$ cat config.mk
export PLATFORM = sky130hd
export DESIGN_NAME = ssd_ctrl
export DESIGN_NICKNAME = d
export VERILOG_FILES = /design/src/ssd_pkg.sv /design/src/ssd_ctrl.sv /design/src/ssd_div.sv /design/src/ssd_tick.sv
export SDC_FILE = /design/constraint.sdc
export NUM_CORES = 1
export LEC_CHECK = 0
export ABC_CLOCK_PERIOD_IN_PS = 5600
export BUFFER_PORTS_ARGS = -buffer_cell sky130_fd_sc_hd__buf_2
export CAP_MARGIN = 20
export CORE_UTILIZATION = 30
export DETAILED_ROUTE_END_ITERATION = 6
export MAX_ROUTING_LAYER = met4
export PLACE_DENSITY_LB_ADDON = 0.25
export SYNTH_ARGS = -nofsm -noshare
export SYNTH_HDL_FRONTEND = slang
export SYNTH_SLANG_ARGS = --single-unit
$ cat constraint.sdc
create_clock -name mclk_i -period 5.6 [get_ports mclk_i]
set_input_delay 1.12 -clock mclk_i [delete_from_list [all_inputs] [get_ports mclk_i]]
set_output_delay 1.12 -clock mclk_i [all_outputs]
set_load 0.01 [all_outputs]
$ cat src/ssd_pkg.sv
// slow-stop deceleration controller: shared constants and types
// assumes one 25 MHz clock and a register port with 4-bit word index
// Operation
// slope register sets ms per 1000 r/min
// s-curve time rounds the deceleration start
// function word bit 15 enables slow stop
// software sets fall-prevention bit 10 too
// software selects stop sequences for mains, alarm
// alarm stop beyond time limit forces alarm
// zero time limit means alarm at once
// time limit applies to alarm stops only
// non-stopping alarm forces alarm state immediately
// completion judged from actual velocity
// ramp starts from measured actual velocity
// switch into slow stop within 5 ms
// prohibit, servo-off, mains-off, stop alarm start it
// zero s-time gives linear ramp
// nonzero s-time adds s-shaped rounding
// software keeps time limit above decel time
// force position control during the stop
// slow stop only while servo is on
// one update per control cycle, clamp zero; code steps 1 r/min per clock while acc_q >= slope_q
package ssd_pkg;
    // =========================================
    // register indices
    localparam logic [3:0] REG_MAINS_SEQ = 4'h0;
    localparam logic [3:0] REG_ALARM_SEQ = 4'h1;
    localparam logic [3:0] REG_SLOPE = 4'h2;
    localparam logic [3:0] REG_SCURVE = 4'h3;
    localparam logic [3:0] REG_FUNC_EXT = 4'h4;
    localparam logic [3:0] REG_TLIMIT = 4'h5;
    localparam logic [3:0] REG_STATE = 4'h6;
    localparam logic [3:0] REG_IRQ_STAT = 4'h7;
    localparam logic [3:0] REG_IRQ_EN = 4'h8;
    localparam logic [3:0] REG_IRQ_CLR = 4'h9;
    // =========================================
    // fields and reset values
    localparam int FE_SLOW_EN_BIT = 15;
    localparam int FE_FALL_BIT = 10;
    localparam logic [15:0] RST_ZERO = 16'h0000;
    localparam logic [15:0] RPM_STEP = 16'h03E8;
    localparam int IRQ_W = 4;
    localparam int IRQ_START = 0;
    localparam int IRQ_DONE = 1;
    localparam int IRQ_TMO = 2;
    localparam int IRQ_ALARM = 3;
    // =========================================
    // timing
    localparam int CLK_HZ = 25_000_000;
    localparam int CTRL_PERIOD_US = 1000;
    localparam int CTRL_CYCLES = CLK_HZ / 1_000_000 * CTRL_PERIOD_US;
    localparam int DIV_W = 20;
    // =========================================
    // types
    typedef enum logic [2:0] {
        ST_IDLE = 3'b000,
        ST_RAMP = 3'b001,
        ST_DONE = 3'b010,
        ST_ALARM = 3'b011
    } ssd_state_t;
    typedef struct packed {
        logic prohibit;
        logic servo_off;
        logic mains_off;
        logic alarm_es;
        logic alarm_nes;
    } ssd_trig_t;
endpackage

$ cat src/ssd_ctrl.sv
// slow-stop controller: registers, stop sequencing, decel ramp
// assumes triggers and velocity feedback synchronous to mclk_i
//
// Strobed register access and the register offsets were decided locally.
`timescale 1ns/1ns
module ssd_ctrl #(
    parameter int TICK_CYCLES = ssd_pkg::CTRL_CYCLES,
    parameter logic [15:0] ZERO_VEL = 16'h000A
) (
    input wire logic mclk_i,
    input wire logic rstn_i,
    input wire logic [3:0] addr_i,
    input wire logic [15:0] wdata_i,
    input wire logic wr_i,
    input wire logic rd_i,
    output logic [15:0] rdata_o,
    input wire ssd_pkg::ssd_trig_t trig_i,
    input wire logic servo_on_i,
    input wire logic signed [15:0] act_vel_i,
    output logic signed [15:0] vel_cmd_o,
    output logic slow_active_o,
    output logic force_pos_o,
    output logic alarm_o,
    output logic irq_o
);
    // =========================================
    // register file
    logic [15:0] mains_seq_q, mains_seq_d, alarm_seq_q, alarm_seq_d;
    logic [15:0] slope_q, slope_d, scurve_q, scurve_d;
    logic [15:0] fext_q, fext_d, tlimit_q, tlimit_d, rdata_d;
    logic [ssd_pkg::IRQ_W-1:0] irq_st_q, irq_st_d, irq_en_q, irq_en_d;
    logic [ssd_pkg::IRQ_W-1:0] ev;
    logic irq_d;
    ssd_pkg::ssd_state_t st_q, st_d;

    always_comb begin
        mains_seq_d = mains_seq_q;
        alarm_seq_d = alarm_seq_q;
        slope_d = slope_q;
        scurve_d = scurve_q;
        fext_d = fext_q;
        tlimit_d = tlimit_q;
        irq_en_d = irq_en_q;
        irq_st_d = irq_st_q;
        rdata_d = ssd_pkg::RST_ZERO;
        if (wr_i) begin
            case (addr_i)
                ssd_pkg::REG_MAINS_SEQ: mains_seq_d = wdata_i;
                ssd_pkg::REG_ALARM_SEQ: alarm_seq_d = wdata_i;
                ssd_pkg::REG_SLOPE: slope_d = wdata_i;
                ssd_pkg::REG_SCURVE: scurve_d = wdata_i;
                ssd_pkg::REG_FUNC_EXT: fext_d = wdata_i;
                ssd_pkg::REG_TLIMIT: tlimit_d = wdata_i;
                ssd_pkg::REG_IRQ_EN: irq_en_d = wdata_i[ssd_pkg::IRQ_W-1:0];
                ssd_pkg::REG_IRQ_CLR: irq_st_d = irq_st_q & ~wdata_i[ssd_pkg::IRQ_W-1:0];
                default: ;
            endcase
        end
        // a new event beats a clear in the same cycle
        irq_st_d = irq_st_d | ev;
        if (rd_i) begin
            case (addr_i)
                ssd_pkg::REG_MAINS_SEQ: rdata_d = mains_seq_q;
                ssd_pkg::REG_ALARM_SEQ: rdata_d = alarm_seq_q;
                ssd_pkg::REG_SLOPE: rdata_d = slope_q;
                ssd_pkg::REG_SCURVE: rdata_d = scurve_q;
                ssd_pkg::REG_FUNC_EXT: rdata_d = fext_q;
                ssd_pkg::REG_TLIMIT: rdata_d = tlimit_q;
                ssd_pkg::REG_STATE: rdata_d = 16'(st_q);
                ssd_pkg::REG_IRQ_STAT: rdata_d = 16'(irq_st_q);
                ssd_pkg::REG_IRQ_EN: rdata_d = 16'(irq_en_q);
                default: rdata_d = ssd_pkg::RST_ZERO;
            endcase
        end
        irq_d = |(irq_st_d & irq_en_d);
    end

    always_ff @(posedge mclk_i or negedge rstn_i) begin
        if (!rstn_i) begin
            mains_seq_q <= ssd_pkg::RST_ZERO;
            alarm_seq_q <= ssd_pkg::RST_ZERO;
            slope_q <= ssd_pkg::RST_ZERO;
            scurve_q <= ssd_pkg::RST_ZERO;
            fext_q <= ssd_pkg::RST_ZERO;
            tlimit_q <= ssd_pkg::RST_ZERO;
            irq_st_q <= '0;
            irq_en_q <= '0;
            rdata_o <= ssd_pkg::RST_ZERO;
            irq_o <= 1'b0;
        end else begin
            mains_seq_q <= mains_seq_d;
            alarm_seq_q <= alarm_seq_d;
            slope_q <= slope_d;
            scurve_q <= scurve_d;
            fext_q <= fext_d;
            tlimit_q <= tlimit_d;
            irq_st_q <= irq_st_d;
            irq_en_q <= irq_en_d;
            rdata_o <= rdata_d;
            irq_o <= irq_d;
        end
    end

    // =========================================
    // control-cycle tick and s-curve divider
    logic tick;
    logic div_start, div_done;
    logic [ssd_pkg::DIV_W-1:0] div_num, div_quo;

    // tick period must exceed the divider latency, or every division restarts
    ssd_tick #(.CYCLES(TICK_CYCLES)) u_tick (
        .mclk_i(mclk_i),
        .rstn_i(rstn_i),
        .tick_o(tick)
    );

    ssd_div #(.W(ssd_pkg::DIV_W)) u_div (
        .mclk_i(mclk_i),
        .rstn_i(rstn_i),
        .start_i(div_start),
        .num_i(div_num),
        .den_i(ssd_pkg::DIV_W'(scurve_q)),
        .done_o(div_done),
        .quo_o(div_quo)
    );

    // =========================================
    // stop sequencing and ramp
    logic en, any_stop, alm_tmo, at_rest, s_phase;
    logic [15:0] act_abs;
    logic [15:0] mag_q, mag_d, ms_q, ms_d, t_q, t_d;
    logic [31:0] acc_q, acc_d;
    logic neg_q, neg_d, cause_alm_q, cause_alm_d;
    logic signed [15:0] vel_d;

    always_comb begin
        en = fext_q[ssd_pkg::FE_SLOW_EN_BIT];
        act_abs = act_vel_i[15] ? 16'(-act_vel_i) : act_vel_i;
        at_rest = (act_abs <= ZERO_VEL);
        any_stop = trig_i.prohibit | trig_i.servo_off | trig_i.mains_off | trig_i.alarm_es;
        alm_tmo = cause_alm_q && (ms_q >= tlimit_q);
        s_phase = (scurve_q != ssd_pkg::RST_ZERO) && (t_q < scurve_q);
        div_start = (st_q == ssd_pkg::ST_RAMP) && tick && s_phase;
        div_num = ssd_pkg::DIV_W'(t_q) * ssd_pkg::DIV_W'(ssd_pkg::RPM_STEP);
        st_d = st_q;
        mag_d = mag_q;
        acc_d = acc_q;
        neg_d = neg_q;
        t_d = t_q;
        ms_d = ms_q;
        cause_alm_d = cause_alm_q;
        ev = '0;
        case (st_q)
            ssd_pkg::ST_IDLE: begin
                if (trig_i.alarm_nes || (trig_i.alarm_es && (!en || !servo_on_i))) begin
                    st_d = ssd_pkg::ST_ALARM;
                end else if (trig_i.alarm_es && tlimit_q == ssd_pkg::RST_ZERO) begin
                    st_d = ssd_pkg::ST_ALARM;
                end else if (en && servo_on_i && any_stop) begin
                    st_d = ssd_pkg::ST_RAMP;
                    mag_d = act_abs;
                    neg_d = act_vel_i[15];
                    acc_d = '0;
                    t_d = ssd_pkg::RST_ZERO;
                    ms_d = ssd_pkg::RST_ZERO;
                    cause_alm_d = trig_i.alarm_es;
                    ev[ssd_pkg::IRQ_START] = 1'b1;
                end
            end
            ssd_pkg::ST_RAMP: begin
                if (trig_i.alarm_es) begin
                    cause_alm_d = 1'b1;
                end
                if (trig_i.alarm_nes || alm_tmo) begin
                    st_d = ssd_pkg::ST_ALARM;
                    ev[ssd_pkg::IRQ_TMO] = alm_tmo;
                end else if (!servo_on_i) begin
                    st_d = ssd_pkg::ST_IDLE;
                end else if (at_rest) begin
                    st_d = ssd_pkg::ST_DONE;
                    mag_d = ssd_pkg::RST_ZERO;
                    ev[ssd_pkg::IRQ_DONE] = 1'b1;
                end else begin
                    if (tick) begin
                        t_d = (t_q == 16'hFFFF) ? t_q : t_q + 16'h0001;
                        if (cause_alm_q) begin
                            ms_d = (ms_q == 16'hFFFF) ? ms_q : ms_q + 16'h0001;
                        end
                        if (!s_phase) begin
                            acc_d = acc_q + 32'(ssd_pkg::RPM_STEP);
                        end
                    end else if (div_done) begin
                        acc_d = acc_q + 32'(div_quo);
                    end else if (slope_q == ssd_pkg::RST_ZERO) begin
                        mag_d = ssd_pkg::RST_ZERO;
                    end else if (acc_q >= 32'(slope_q) && mag_q != ssd_pkg::RST_ZERO) begin
                        // spread the per-cycle drop over clocks to avoid a divider
                        acc_d = acc_q - 32'(slope_q);
                        mag_d = mag_q - 16'h0001;
                    end
                    if (mag_q == ssd_pkg::RST_ZERO) begin
                        acc_d = '0;
                    end
                end
            end
            ssd_pkg::ST_DONE: begin
                if (trig_i.alarm_nes || trig_i.alarm_es) begin
                    st_d = ssd_pkg::ST_ALARM;
                end else if (!any_stop) begin
                    st_d = ssd_pkg::ST_IDLE;
                end
            end
            ssd_pkg::ST_ALARM: begin
                if (!trig_i.alarm_es && !trig_i.alarm_nes) begin
                    st_d = ssd_pkg::ST_IDLE;
                end
            end
            default: st_d = ssd_pkg::ST_IDLE;
        endcase
        if (st_d == ssd_pkg::ST_ALARM && st_q != ssd_pkg::ST_ALARM) begin
            ev[ssd_pkg::IRQ_ALARM] = 1'b1;
            mag_d = ssd_pkg::RST_ZERO;
        end
        if (st_d == ssd_pkg::ST_IDLE) begin
            mag_d = ssd_pkg::RST_ZERO;
        end
        vel_d = neg_d ? -$signed(mag_d) : $signed(mag_d);
    end

    always_ff @(posedge mclk_i or negedge rstn_i) begin
        if (!rstn_i) begin
            st_q <= ssd_pkg::ST_IDLE;
            mag_q <= ssd_pkg::RST_ZERO;
            acc_q <= '0;
            neg_q <= 1'b0;
            t_q <= ssd_pkg::RST_ZERO;
            ms_q <= ssd_pkg::RST_ZERO;
            cause_alm_q <= 1'b0;
            vel_cmd_o <= '0;
            slow_active_o <= 1'b0;
            force_pos_o <= 1'b0;
            alarm_o <= 1'b0;
        end else begin
            st_q <= st_d;
            mag_q <= mag_d;
            acc_q <= acc_d;
            neg_q <= neg_d;
            t_q <= t_d;
            ms_q <= ms_d;
            cause_alm_q <= cause_alm_d;
            vel_cmd_o <= vel_d;
            slow_active_o <= (st_d == ssd_pkg::ST_RAMP);
            force_pos_o <= (st_d == ssd_pkg::ST_RAMP) || (st_d == ssd_pkg::ST_DONE);
            alarm_o <= (st_d == ssd_pkg::ST_ALARM);
        end
    end

    localparam int DIV_LAT = ssd_pkg::DIV_W + 1;
endmodule

$ cat src/ssd_div.sv
// serial restoring divider, one quotient bit per clock
// assumes start only while not busy; divide by zero gives all ones
`timescale 1ns/1ns
module ssd_div #(
    parameter int W = 20
) (
    input wire logic mclk_i,
    input wire logic rstn_i,
    input wire logic start_i,
    input wire logic [W-1:0] num_i,
    input wire logic [W-1:0] den_i,
    output logic done_o,
    output logic [W-1:0] quo_o
);
    logic [W-1:0] rem_q, rem_d, quo_d, den_q, den_d;
    logic [5:0] cnt_q, cnt_d;
    logic done_d;
    logic [W:0] trial;
    always_comb begin
        rem_d = rem_q;
        quo_d = quo_o;
        den_d = den_q;
        cnt_d = cnt_q;
        done_d = 1'b0;
        trial = {rem_q, quo_o[W-1]} - {1'b0, den_q};
        if (start_i) begin
            rem_d = '0;
            quo_d = num_i;
            den_d = den_i;
            cnt_d = 6'(W);
        end else if (cnt_q != 6'h00) begin
            if (!trial[W]) begin
                rem_d = trial[W-1:0];
                quo_d = {quo_o[W-2:0], 1'b1};
            end else begin
                rem_d = {rem_q[W-2:0], quo_o[W-1]};
                quo_d = {quo_o[W-2:0], 1'b0};
            end
            cnt_d = cnt_q - 6'h01;
            done_d = (cnt_q == 6'h01);
        end
    end
    always_ff @(posedge mclk_i or negedge rstn_i) begin
        if (!rstn_i) begin
            rem_q <= '0;
            quo_o <= '0;
            den_q <= '0;
            cnt_q <= 6'h00;
            done_o <= 1'b0;
        end else begin
            rem_q <= rem_d;
            quo_o <= quo_d;
            den_q <= den_d;
            cnt_q <= cnt_d;
            done_o <= done_d;
        end
    end
endmodule

$ cat src/ssd_tick.sv
// control-cycle enable divider
// assumes the one system clock; pulse is one cycle wide
`timescale 1ns/1ns
module ssd_tick #(
    parameter int CYCLES = 25000
) (
    input wire logic mclk_i,
    input wire logic rstn_i,
    output logic tick_o
);
    logic [31:0] cnt_q, cnt_d;
    logic tick_d;
    always_comb begin
        tick_d = (cnt_q == 32'(CYCLES - 1));
        cnt_d = tick_d ? 32'h0 : cnt_q + 32'h1;
    end
    always_ff @(posedge mclk_i or negedge rstn_i) begin
        if (!rstn_i) begin
            cnt_q <= 32'h0;
            tick_o <= 1'b0;
        end else begin
            cnt_q <= cnt_d;
            tick_o <= tick_d;
        end
    end
endmodule

==> flow_summary.yaml <==
placed_design:
  place_congestion: 0.863
  place_inst: 3292
  dp_hpwl_um: 47100
  port_buffers: 81
  dpl_cell_area_um2: 23300
job:
  maxCapViolCount: 0
clocking:
  clk_pin_slew_ns: 0.06
  cts_max_level: 2
  numCtsBuffers: 40
  clock-sinks: 320
  ctsResizeCount: 0
  hold_buffers: 0
  post_cts_buffers: 0
  cts_root_buf: "clkbuf_16"
  clock_path_buffers: 3
  cts_tree: "done"
  worstSkewPairLatency_ns: 0.59
synthesis:
  synth.top_cell.area_share: 0.368
  synth_edf_count: 0
  synth_area_leaders: "dfrtp_1, ha_1, mux2_2"
  synth_sequential_area_ratio: 0.368
  synth.distinct_cells: 90
  synth_fp_nets: 2545
  synth_common_cells: "dfrtp_1, nand2_1, nor2_1, inv_1, o21ai_0"
  ys_ff_latch: 320
  synthCells: 2326
  postSynthAreaPerCell_um2: 9.35
  yosysTopAreaCell: "dfrtp_1"
  synth_top_flop_cell: "dfrtp_1"
  async_flop_share: 1.00
  yosysWarnings: 0
  syn_area_um2: 21800
  post-synth-top-count-cell: "dfrtp_1"
sta:
  tightest_slew_ns: 0.991
  max_freq_mhz: 211
  slew_viol_final: 0
  post-route-period-util: 0.846
  finalSetupViolations: 0
  maxSlewHeadroom: 0.338
  fin_tns_setup_ns: 0
  hold_viol_final: 0
  rsz0062_at_grt: "no"
  clock_skew_ns: 0.0339
  post-route-min-period_ns: 4.74
floorplanning:
  core_area_um2: 71600
  rows: 98
  start_util: 0.304
  ioPinCount: 82
  die_x_um: 271
  dieArea_um2: 73600
  die_h_um: 271
layout:
  drive_above_1_share: 0.131
  nNetsFinal: 2603
  n_fill_cell: 7403
  final_area_um2: 24500
  area_growth_pct: 12.8
  utilization: 0.343
  final_cells: 3359
grt:
  use_met2: 0.288
  grt.overflow.total: 0
  grt_pass1_wl_um: 104000
  grtUsageTotal: 0.181
  antenna_found_initial: 1
  top_usage_layer: "met2"
  grt_max_degree: 123
  use_met1: 0.231
  grt_pass1_vias: 18300
  grtUsageMet3: 0.0258
drt:
  drtIter0Drc: 1332
  detail-route-antenna-nets: 0
  drt-wirelength-per-cell_um: 19.3
  drcViolationCount: 0
  vias: 18100
  dr.pass1.iters: 7
  drt_wl_total_um: 65000
  vias_per_cell: 5.38
worst_setup_path:
  crit_type: "register to register"
  arrival_ns: 5.19
  worst_path_most_repeated_cell: "a21oi_1"
  regToRegSetupSlack_ns: 0.86
  required_ns: 6.05
  critPathMaxStageDelay_ns: 0.58
  r2r_start: "t_q[2]$_DFFE_PN0P_"
  cp_num_buf_inv: 2
  crit_chain: "fa_1 -> inv_1 -> fa_1 -> fa_1 -> inv_1 -> fa_1 -> ha_1 -> a21oi_1 -> o21bai_1 -> a21oi_1 -> o21bai_1 -> a21oi_1 -> o21bai_1 -> a21oi_1 -> o21ai_0 -> xnor2_1 -> a21oi_1"
  worstRegToRegCells: 17
  crit_path_start_kind: "register"
  crit_slowest_cell: "fa_1"
  crit_cells: 17
  cp_top_family: "adder cells"
  crit_path_end_kind: "register"
  reg2reg_to: "u_div.quo_o[18]$_DFFE_PN0P_"
  cp_max_fo: 8
min_path:
  hold_class: "register to register"
  hold_path_startpoint: "u_tick.cnt_q[0]$_DFF_PN0_"
  min_path_cells: 1
  whs_endpoint: "u_tick.cnt_q[0]$_DFF_PN0_"
run_status:
  status: "finished clean"
power_and_ir_drop:
  report.power.total_uw: 7710
  power.leakage_uw: 0.0112
  ir_drop_mv: 0.220
  power.density_nw_per_um2: 314
==> kinds of logic (layout without fill, tap and decap cells) <==
kind of cell | after synthesis | after routing | synth area share
AND/OR/NAND/NOR | 750 | 750 | 0.171
AO/OA/AOI/OAI | 556 | 556 | 0.172
flip-flops | 320 | 320 | 0.368
buffers and inverters | 240 | 322 | 0.0431
adder cells (fa/ha/maj) | 173 | 173 | 0.115
multiplexers | 151 | 151 | 0.0754
XOR/XNOR | 135 | 135 | 0.0543
other | 1 | 2 | 0.000172
==> placed cells by master, fill, tap and decap left out, types with 11 or more instances in the layout <==
cell         n
a211oi_1    32
a21o_1      35
a21oi_1    127
a222oi_1    25
a31oi_1     21
and2_1      15
and3_1      20
and4_1      11
buf_2       80
buf_4       28
clkbuf_16   40
dfrtp_1    320
fa_1        46
ha_1       127
inv_1      143
mux2_2     104
mux2i_1     47
nand2_1    212
nand2b_1    22
nand3_1     68
nand4_1     30
nor2_1     162
nor2b_1     15
nor3_1      62
nor4_1      28
o211ai_1    19
o21a_1      16
o21ai_0    127
o21bai_1    11
o31ai_1     17
or2_2       14
or3_1       44
or4_1       12
xnor2_1     83
xor2_1      52
==> power breakdown <==
| group | switching (µW) | internal (µW) | total, µW |
|---|---|---|---|
| registers | 393 | 2600 | 2990 |
| clock network | 1070 | 1420 | 2490 |
| logic | 1290 | 926 | 2220 |
| total | 2760 | 4950 | 7710 |
==> how the worst max path moves through the flow <==
stage	from	end	slack, ns
2_1_floorplan	act_vel_i[0]	vel_cmd_o[14]$_DFF_PN0_	1.21
5_1_grt	t_q[0]$_DFFE_PN0P_	u_div.quo_o[19]$_DFFE_PN0P_	0.49
3_5_place_dp	act_vel_i[0]	vel_cmd_o[14]$_DFF_PN0_	0.46
3_3_place_gp	act_vel_i[0]	vel_cmd_o[14]$_DFF_PN0_	0.57
6_report	t_q[2]$_DFFE_PN0P_	u_div.quo_o[18]$_DFFE_PN0P_	0.86
4_1_cts	t_q[0]$_DFFE_PN0P_	u_div.quo_o[18]$_DFFE_PN0P_	0.81
==> flip-flops by register name (all words and copies together), names as in the netlist, 20 cells and up <==
| register | flops |
|---|---|
| acc_q | 32 |
| u_div.quo_o | 20 |
| u_div.rem_q | 20 |
| u_tick.cnt_q | 32 |
==> per-layer routing <==
metal / share of wire / vias to the layer above
li1: - / 8579
met1: 0.45 / 8977
met2: 0.47 / 390
met3: 0.042 / 139
met4: 0.041 / 0
met5: 0 / -
==> per-stage QoR <==
stage | hold WS (ns) | setup slack (ns)
6_report | 0.482 | 0.861
5_1_grt | 0.516 | 0.487
4_1_cts | 0.490 | 0.813
3_5_place_dp | 0.470 | 0.456
3_3_place_gp | 0.470 | 0.574
2_1_floorplan | 0.447 | 1.21
==> layout make-up <==
cell class	count	area [µm²]	share of cell area
clock buffers	49	1070	0.0438
clock inverters	17	171	0.00698
flip-flops and latches	320	8010	0.326
inverters	143	537	0.0219
repair buffers	113	706	0.0287
well taps	950	1190	0.0484
diodes	1	2.50	0.000102
multi-input cells	1766	12900	0.524
Note: power is estimated with default switching activity, not from simulation.
